File: src/fan_speed_monitor_defines.vh
// Register map, field positions and timing counts for the fan speed monitor
`ifndef FAN_SPEED_MONITOR_DEFINES_VH
`define FAN_SPEED_MONITOR_DEFINES_VH

// -----------------------------------------------------------------
// Register offsets
// -----------------------------------------------------------------
`define OFS_CONTROL        4'h0
`define OFS_STATUS         4'h4
`define OFS_UPPER          4'h8
`define OFS_LOWER          4'hC

// -----------------------------------------------------------------
// Control fields
// -----------------------------------------------------------------
`define CTL_ENABLE_BIT     0
`define CTL_MODE_BIT       10
`define CTL_EDGES_LSB      11
`define CTL_DONE_IE_BIT    14
`define CTL_TOGGLE_IE_BIT  15
`define CTL_LIMIT_IE_BIT   8
`define CTL_WMASK          16'hDD01

// -----------------------------------------------------------------
// Status fields
// -----------------------------------------------------------------
`define STS_LIMIT_BIT      0
`define STS_PIN_BIT        1
`define STS_TOGGLE_BIT     2
`define STS_DONE_BIT       3

// -----------------------------------------------------------------
// Reset values and timing
// -----------------------------------------------------------------
`define CONTROL_RESET      16'h0000
`define LIMIT_RESET        16'h0000
`define UPPER_RESET        16'hFFFF
`define COUNT_MAX          16'hFFFF
`define SYS_CLK_HZ         100000000
`define REF_CLK_HZ         100000
`define REF_DIV            (`SYS_CLK_HZ / `REF_CLK_HZ)

`endif

File: src/pulse_edge_detect.v
// Input synchroniser and edge detector for the fan pulse pin
`timescale 1ns/10ps
module pulse_edge_detect (
	input  wire sys_clk,
	input  wire rst,
	input  wire pin_in,
	output reg  pin_level,
	output wire rise,
	output wire any_edge
);
	reg meta;
	reg last;

	// ------------------------------------------------------------
	// Two-stage synchroniser and edge detect
	// ------------------------------------------------------------
	always @(posedge sys_clk or posedge rst) begin
		if (rst) begin
			meta      <= 1'b0;
			pin_level <= 1'b0;
			last      <= 1'b0;
		end else begin
			meta      <= pin_in;
			pin_level <= meta;
			last      <= pin_level;
		end
	end

	assign rise     = pin_level & ~last;
	assign any_edge = pin_level ^ last;
endmodule // pulse_edge_detect

File: src/ref_tick_gen.v
// Divider making the 100 kHz reference tick from the system clock
`timescale 1ns/10ps
`include "fan_speed_monitor_defines.vh"
module ref_tick_gen (
	input  wire sys_clk,
	input  wire rst,
	input  wire run,
	output reg  tick
);
	localparam integer DIV_LAST_INT = `REF_DIV - 1;
	localparam [15:0]  DIV_LAST     = DIV_LAST_INT[15:0];
	reg [15:0] div_count;

	// ------------------------------------------------------------
	// Divider
	// ------------------------------------------------------------
	always @(posedge sys_clk or posedge rst) begin
		if (rst) begin
			div_count <= 16'h0000;
			tick      <= 1'b0;
		end else if (!run) begin
			div_count <= 16'h0000;
			tick      <= 1'b0;
		end else if (div_count == DIV_LAST) begin
			div_count <= 16'h0000;
			tick      <= 1'b1;
		end else begin
			div_count <= div_count + 16'h0001;
			tick      <= 1'b0;
		end
	end
endmodule // ref_tick_gen

File: src/fan_speed_monitor.v
// Fan speed monitor with AXI4-Lite register slave
// Functional notes
// - Mode 0 counts rising edges of pin
// - Mode 0 counter wraps to zero, continues
// - Mode 1 counts reference ticks over edges
// - Mode 1 latches reading, sets done flag
// - Done flag with enable raises interrupt
// - Reading outside limits sets violation flag
// - Violation flag with enable raises interrupt
// - Interrupt is OR of status events
// - Reset returns everything to default
// - Two modes chosen by mode bit
// - Accepts low-power request from power control
// - Measures 100 to 30000 RPM
// - Registers at 00h 04h 08h 0Ch
// - Edge select 2, 3, 5, 9 edges
// - Mode 1 latches at all-ones, then clears
`timescale 1ns/10ps
`include "fan_speed_monitor_defines.vh"
module fan_speed_monitor (
	input  wire        sys_clk,
	input  wire        rst,
	input  wire        fan_pulse_input,
	input  wire        sleep_request,
	output wire        sleep_ack,
	output reg         speed_monitor_irq,
	input  wire [3:0]  s_axi_awaddr,
	input  wire        s_axi_awvalid,
	output wire        s_axi_awready,
	input  wire [31:0] s_axi_wdata,
	input  wire [3:0]  s_axi_wstrb,
	input  wire        s_axi_wvalid,
	output wire        s_axi_wready,
	output reg  [1:0]  s_axi_bresp,
	output reg         s_axi_bvalid,
	input  wire        s_axi_bready,
	input  wire [3:0]  s_axi_araddr,
	input  wire        s_axi_arvalid,
	output wire        s_axi_arready,
	output reg  [31:0] s_axi_rdata,
	output reg  [1:0]  s_axi_rresp,
	output reg         s_axi_rvalid,
	input  wire        s_axi_rready
);
	localparam MODE_FREE = 1'b0;
	localparam MODE_REF  = 1'b1;

	// ------------------------------------------------------------
	// Functions
	// ------------------------------------------------------------
	function [3:0] edges_for;
		input [1:0] sel;
		begin
			case (sel)
				2'h0:    edges_for = 4'h2;
				2'h1:    edges_for = 4'h3;
				2'h2:    edges_for = 4'h5;
				default: edges_for = 4'h9;
			endcase
		end
	endfunction

	function [31:0] merge_bytes;
		input [31:0] old_val;
		input [31:0] new_val;
		input [3:0]  strb;
		integer i;
		begin
			merge_bytes = old_val;
			for (i = 0; i < 4; i = i + 1) begin
				if (strb[i])
					merge_bytes[i*8 +: 8] = new_val[i*8 +: 8];
			end
		end
	endfunction

	// ------------------------------------------------------------
	// Registers and state
	// ------------------------------------------------------------
	reg  [15:0] control_bits;
	reg  [15:0] pulse_count_reading;
	reg  [15:0] counter;
	reg  [3:0]  edges_seen;
	reg  [15:0] upper_bound;
	reg  [15:0] lower_bound;
	reg         speed_limit_violation_flag;
	reg         measurement_done_flag;
	reg         toggle_flag;
	reg         sleep_state;
	reg         aw_held;
	reg         w_held;
	reg  [3:0]  aw_addr;
	reg  [31:0] w_data;
	reg  [3:0]  w_strb;
	reg         next_violation;
	reg         next_done;
	reg  [15:0] next_reading;
	reg         latch_now;

	wire        pin_level;
	wire        pin_rise;
	wire        pin_edge;
	wire        ref_tick;
	wire        fan_speed_monitor_enable = control_bits[`CTL_ENABLE_BIT];
	wire        measure_mode_select      = control_bits[`CTL_MODE_BIT];
	wire [1:0]  edge_count_select        = control_bits[`CTL_EDGES_LSB +: 2];
	wire        measurement_done_irq_en  = control_bits[`CTL_DONE_IE_BIT];
	wire        toggle_irq_en            = control_bits[`CTL_TOGGLE_IE_BIT];
	wire        limit_irq_en             = control_bits[`CTL_LIMIT_IE_BIT];
	wire        active = fan_speed_monitor_enable & ~sleep_state;
	wire [3:0]  edge_target = edges_for(edge_count_select);
	wire        do_write = aw_held & w_held & ~s_axi_bvalid;
	wire [31:0] wr_merged_ctl = merge_bytes({pulse_count_reading, control_bits}, w_data, w_strb);
	wire [31:0] wr_merged_up  = merge_bytes({16'h0000, upper_bound}, w_data, w_strb);
	wire [31:0] wr_merged_lo  = merge_bytes({16'h0000, lower_bound}, w_data, w_strb);

	// ------------------------------------------------------------
	// Submodules
	// ------------------------------------------------------------
	pulse_edge_detect u_edge (
		.sys_clk   (sys_clk),
		.rst       (rst),
		.pin_in    (fan_pulse_input),
		.pin_level (pin_level),
		.rise      (pin_rise),
		.any_edge  (pin_edge)
	);

	ref_tick_gen u_tick (
		.sys_clk (sys_clk),
		.rst     (rst),
		.run     (active),
		.tick    (ref_tick)
	);

	assign sleep_ack = sleep_state;

	// ------------------------------------------------------------
	// Measurement
	// ------------------------------------------------------------
	always @(posedge sys_clk or posedge rst) begin
		if (rst) begin
			counter     <= 16'h0000;
			edges_seen  <= 4'h0;
			sleep_state <= 1'b0;
		end else begin
			sleep_state <= sleep_request;
			if (!active) begin
				edges_seen <= 4'h0;
				if (measure_mode_select == MODE_REF)
					counter <= 16'h0000;
			end else begin
				case (measure_mode_select)
					MODE_FREE: begin
						edges_seen <= 4'h0;
						if (pin_rise)
							counter <= counter + 16'h0001;
					end
					MODE_REF: begin
						if (latch_now) begin
							counter    <= 16'h0000;
							edges_seen <= {3'h0, pin_edge};
						end else begin
							if (ref_tick)
								counter <= counter + 16'h0001;
							if (pin_edge)
								edges_seen <= edges_seen + 4'h1;
						end
					end
					default: counter <= counter;
				endcase
			end
		end
	end

	// ------------------------------------------------------------
	// Latch, flags and limits
	// ------------------------------------------------------------
	always @* begin
		latch_now    = 1'b0;
		next_reading = pulse_count_reading;
		if (active && measure_mode_select == MODE_FREE) begin
			next_reading = counter;
		end else if (active && measure_mode_select == MODE_REF) begin
			if (pin_edge && (edges_seen + 4'h1 >= edge_target))
				latch_now = 1'b1;
			if (counter == `COUNT_MAX)
				latch_now = 1'b1;
			if (latch_now)
				next_reading = counter;
		end
		next_done      = measurement_done_flag;
		next_violation = speed_limit_violation_flag;
		if (do_write && aw_addr == `OFS_STATUS && w_strb[0]) begin
			if (w_data[`STS_DONE_BIT])
				next_done = 1'b0;
			if (w_data[`STS_LIMIT_BIT])
				next_violation = 1'b0;
		end
		if (latch_now)
			next_done = 1'b1;
		if (active && (pulse_count_reading > upper_bound || pulse_count_reading < lower_bound))
			next_violation = 1'b1;
	end

	always @(posedge sys_clk or posedge rst) begin
		if (rst) begin
			pulse_count_reading        <= 16'h0000;
			measurement_done_flag      <= 1'b0;
			speed_limit_violation_flag <= 1'b0;
			toggle_flag                <= 1'b0;
			speed_monitor_irq          <= 1'b0;
		end else begin
			pulse_count_reading        <= next_reading;
			measurement_done_flag      <= next_done;
			speed_limit_violation_flag <= next_violation;
			if (active && pin_edge)
				toggle_flag <= 1'b1;
			else if (do_write && aw_addr == `OFS_STATUS && w_strb[0] && w_data[`STS_TOGGLE_BIT])
				toggle_flag <= 1'b0;
			speed_monitor_irq <= (measurement_done_flag & measurement_done_irq_en)
				| (speed_limit_violation_flag & limit_irq_en)
				| (toggle_flag & toggle_irq_en);
		end
	end

	// ------------------------------------------------------------
	// AXI4-Lite write
	// ------------------------------------------------------------
	assign s_axi_awready = ~aw_held;
	assign s_axi_wready  = ~w_held;

	always @(posedge sys_clk or posedge rst) begin
		if (rst) begin
			aw_held      <= 1'b0;
			w_held       <= 1'b0;
			aw_addr      <= 4'h0;
			w_data       <= 32'h00000000;
			w_strb       <= 4'h0;
			s_axi_bvalid <= 1'b0;
			s_axi_bresp  <= 2'h0;
			control_bits <= `CONTROL_RESET;
			upper_bound  <= `UPPER_RESET;
			lower_bound  <= `LIMIT_RESET;
		end else begin
			if (s_axi_awvalid && !aw_held) begin
				aw_held <= 1'b1;
				aw_addr <= s_axi_awaddr;
			end
			if (s_axi_wvalid && !w_held) begin
				w_held <= 1'b1;
				w_data <= s_axi_wdata;
				w_strb <= s_axi_wstrb;
			end
			if (do_write) begin
				s_axi_bvalid <= 1'b1;
				s_axi_bresp  <= 2'h0;
				case ({aw_addr[3:2], 2'b00})
					`OFS_CONTROL: control_bits <= wr_merged_ctl[15:0] & `CTL_WMASK;
					`OFS_STATUS:  s_axi_bresp  <= 2'h0;
					`OFS_UPPER:   upper_bound  <= wr_merged_up[15:0];
					`OFS_LOWER:   lower_bound  <= wr_merged_lo[15:0];
					default:      s_axi_bresp  <= 2'h2;
				endcase
			end
			if (s_axi_bvalid && s_axi_bready) begin
				s_axi_bvalid <= 1'b0;
				aw_held      <= 1'b0;
				w_held       <= 1'b0;
			end
		end
	end

	// ------------------------------------------------------------
	// AXI4-Lite read
	// ------------------------------------------------------------
	assign s_axi_arready = ~s_axi_rvalid;

	always @(posedge sys_clk or posedge rst) begin
		if (rst) begin
			s_axi_rvalid <= 1'b0;
			s_axi_rdata  <= 32'h00000000;
			s_axi_rresp  <= 2'h0;
		end else begin
			if (s_axi_arvalid && !s_axi_rvalid) begin
				s_axi_rvalid <= 1'b1;
				s_axi_rresp  <= 2'h0;
				case ({s_axi_araddr[3:2], 2'b00})
					`OFS_CONTROL: s_axi_rdata <= {pulse_count_reading, control_bits};
					`OFS_STATUS:  s_axi_rdata <= {28'h0000000, measurement_done_flag, toggle_flag,
						pin_level, speed_limit_violation_flag};
					`OFS_UPPER:   s_axi_rdata <= {16'h0000, upper_bound};
					`OFS_LOWER:   s_axi_rdata <= {16'h0000, lower_bound};
					default:      s_axi_rdata <= 32'h00000000;
				endcase
			end else if (s_axi_rvalid && s_axi_rready) begin
				s_axi_rvalid <= 1'b0;
			end
		end
	end
endmodule // fan_speed_monitor

File: config.mk
export PLATFORM = sky130hd
export DESIGN_NAME = fan_speed_monitor
export DESIGN_NICKNAME = d
export VERILOG_FILES = /design/src/pulse_edge_detect.v /design/src/ref_tick_gen.v /design/src/fan_speed_monitor.v
export VERILOG_INCLUDE_DIRS = /design/src
export SDC_FILE = /design/constraint.sdc
export NUM_CORES = 1
export LEC_CHECK = 0
export BUFFER_PORTS_ARGS = -buffer_cell sky130_fd_sc_hd__clkbuf_2
export CORE_MARGIN = 2
export CORE_UTILIZATION = 52
export CTS_CLUSTER_DIAMETER = 150
export DETAILED_ROUTE_END_ITERATION = 7
export GPL_TIMING_DRIVEN = 1
export HOLD_SLACK_MARGIN = 0.02
export PLACE_DENSITY = 0.76
export SLEW_MARGIN = 20
export SYNTH_ARGS = -nofsm -noshare
export SYNTH_HDL_FRONTEND = slang
export SYNTH_SLANG_ARGS = --single-unit
File: constraint.sdc
create_clock -name sys_clk -period 6.2 [get_ports sys_clk]
set_clock_uncertainty 0.2 [all_clocks]
set_input_delay 1.86 -clock sys_clk [delete_from_list [all_inputs] [get_ports sys_clk]]
set_output_delay 1.86 -clock sys_clk [all_outputs]
set_load 0.01 [all_outputs]
==> results_dict.tcl <==
set metrics [dict create \
    status "completed" \
    finalCritPeriodShare_pct 50.2 \
    grt_start_max_net_pins 159 \
    synth.distinct_cells 55 \
    hpwl_um 12200 \
    stdcell_count 982 \
    ys_top_cells_by_count "dfrtp_1, nand2_1, o21ai_0" \
    routabilityCongestion 0.861 \
    p_int_mw 2.34 \
    yosys.area.top_type_share_pct 46.8 \
    clk-insertion-delay-late_ns 0.43 \
    fin_setup_tns_ns 0 \
    ctsHtreeMaxLevel 4 \
    maxCapViolations 0 \
    min_to "u_edge.pin_level$_DFF_PP0_" \
    drive_gt1_share_pct 21.9 \
    p_per_area_mw_per_mm2 394 \
    r2r-start "control_bits[12]$_DFFE_PP0P_" \
    fin_nets 877 \
    ys_seq_area_share_pct 52.4 \
    ys.warnings.count 0 \
    io_pins 96 \
    syn_inst 715 \
    p_leak_nw 4.09 \
    drt_iter0_markers 464 \
    routed_via_density 5.69 \
    min_period_ns 3.11 \
    place_area_mm2 0.00811 \
    finalWirelength_um 17000 \
    critical_path_class "flop to primary output" \
    start_util_pct 52.8 \
    antenna_cells 0 \
    swShare_pct 32.2 \
    slew_violations 0 \
    synth_most_common_cell "dfrtp_1" \
    dieArea_mm2 0.0156 \
    r2r_slack_ns 3.09 \
    num_rows 44 \
    area_growth_pct 15.1 \
    setup_viol 0 \
    first_pass_iters 5 \
    vias 5591 \
    die_h_um 125 \
    worst_pin_slew_ns 1.12 \
    clock_sinks 158 \
    avgRoutedWirePerCell_um 17.3 \
    cts_made_buffers 17 \
    r2r_cells 8 \
    overflow 0 \
    fillers 1127 \
    first_global_vias 5607 \
    worst_setup_path_end_kind "primary output" \
    synth_edf_count 0 \
    combPwrFrac_pct 24.5 \
    dp.cells 950 \
    rsz0062_at_grt "no" \
    cp-start-kind "flop" \
    grt_pass1_wl_um 27700 \
    hold_viol 0 \
    postCtsResizedCells 0 \
    ys_top_cells_by_area "dfrtp_1, ha_1, dfstp_2" \
    yosys.area.top_type "dfrtp_1" \
    clk_path_buf_depth 2 \
    min_path_type "flop to flop" \
    p_sw_mw 1.11 \
    cts_tree "built" \
    postCtsSetupRepairBufs 0 \
    syn_area_mm2 0.00759 \
    postRouteAntennaNets 0 \
    grt.total_usage_pct 22.5 \
    clk_pin_slew_ns 0.06 \
    synthArstFlopShare_pct 100 \
    slew_headroom_pct 24.7 \
    numPortBuffers 71 \
    final_cell_area_mm2 0.00874 \
    ys_seq_elements 158 \
    fp.coreArea_mm2 0.0144 \
    pwr-share-seq_pct 44.5 \
    cts_hold_buf 0 \
    ys.flop_type "dfrtp_1" \
    antenna_found_initial 0 \
    crit_fanout 4 \
    whs_path_depth 0 \
    synth.avg_cell_area_um2 10.6 \
    hp-start "u_edge.meta$_DFF_PP0_" \
    drc_errors 0 \
    clockPowerShare_pct 30.9 \
    vdd_drop_max_mv 0.189 \
    arrival_ns 1.05 \
    final_util_pct 60.8 \
    fp.dieW_um 125 \
    fmax_mhz 321 \
    total_power_mw 3.44 \
    crit_required_ns 4.14 \
    cts_root_buf "clkbuf_16" \
    reg2reg_to "counter[14]$_DFFE_PP0P_" \
]
==> how the worst max path moves through the flow <==
| stage | start | end | slack [ns] |
|---|---|---|---|
| 3_3_place_gp | s_axi_araddr[2] | s_axi_rdata[0]$_DFFE_PP0P_ | 2.42 |
| 3_5_place_dp | s_axi_wvalid | w_data[15]$_DFFE_PP0P_ | 2.67 |
| 5_1_grt | control_bits[12]$_DFFE_PP0P_ | counter[14]$_DFFE_PP0P_ | 2.96 |
| 6_report | w_held$_DFFE_PP0P_ | s_axi_wready | 3.09 |
| 2_1_floorplan | rst | aw_addr[0]$_DFFE_PP0P_ | 2.15 |
| 4_1_cts | control_bits[11]$_DFFE_PP0P_ | pulse_count_reading[12]$_DFFE_PP0P_ | 2.83 |
==> state kept, by name (all words and copies together) (netlist names), 2 cells and up <==
name                 flops
counter                 16
w_strb                   2
lower_bound             16
pulse_count_reading     16
u_tick.div_count        16
aw_addr                  4
edges_seen               4
w_data                  16
upper_bound             16
s_axi_rdata             32
control_bits             7
==> cells in the final DEF, fill, tap and decap left out, types with 6 or more instances in the layout <==
master and n:
xnor2_1 6, o21ai_0 67, nor3_1 7, mux2i_1 15
clkbuf_16 17, a21oi_1 24, nor2_1 39, ha_1 39
dfrtp_1 142, xor2_1 11, inv_1 53, a21o_1 9
nor2b_1 6, mux2_4 10, nand2_1 92, nand4_1 9
nand3_1 25, a22o_1 20, mux2_2 32, dfstp_2 16
clkbuf_2 71
==> area by class of cell <==
type	instances	area [um^2]	share of cell area [%]
multi-input cells	479	3320	38.0
clock inverters	13	164	1.88
well taps	184	230	2.63
clock buffers	19	443	5.07
inverters	54	206	2.36
flip-flops and latches	158	3970	45.5
repair buffers	75	398	4.55
==> critical path, cell delays in order (launching register included) <==
cell      delay [ns]
dfrtp_1         0.43
inv_1           0.07
clkbuf_2        0.12
==> through the flow <==
step	hold slack (ns)	setup slack (ns)
after floorplan	0.131	2.15
after global placement	0.138	2.42
after detailed placement	0.137	2.67
after CTS	0.152	2.83
after global routing	0.154	2.96
final	0.149	3.09
==> metal layers <==
metal	global-route usage [%]	up-vias	wire length (um)
met5	0	-	0
li1	-	2632	-
met1	28.0	2756	7110
met2	37.3	168	8530
met3	6.19	35	894
met4	9.15	0	470
==> power by group through the flow <==
stage / clock network (mW) / logic [mW] / registers (mW)
finish: 1.06 / 0.845 / 1.53
global route: 1.13 / 0.941 / 1.57
CTS: 1.08 / 0.844 / 1.53
detailed placement: 0 / 0.835 / 1.55
global placement: 0 / 0.787 / 1.53
floorplan: 0 / 0.604 / 1.49
==> kinds of logic after synthesis <==
kind of cell               after synthesis  share of synthesized area (%)
AOI/OAI and AO/OA                      153                           13.3
xor gates and xnor gates                17                           1.96
adders and majority gates               39                           6.43
buffers and inverters                   81                           4.42
DFF                                    158                           52.4
muxes                                   57                           8.70
other                                    1                         0.0494
and+or+nand+nor                        209                           12.8
(Power assumes the default switching activity.)
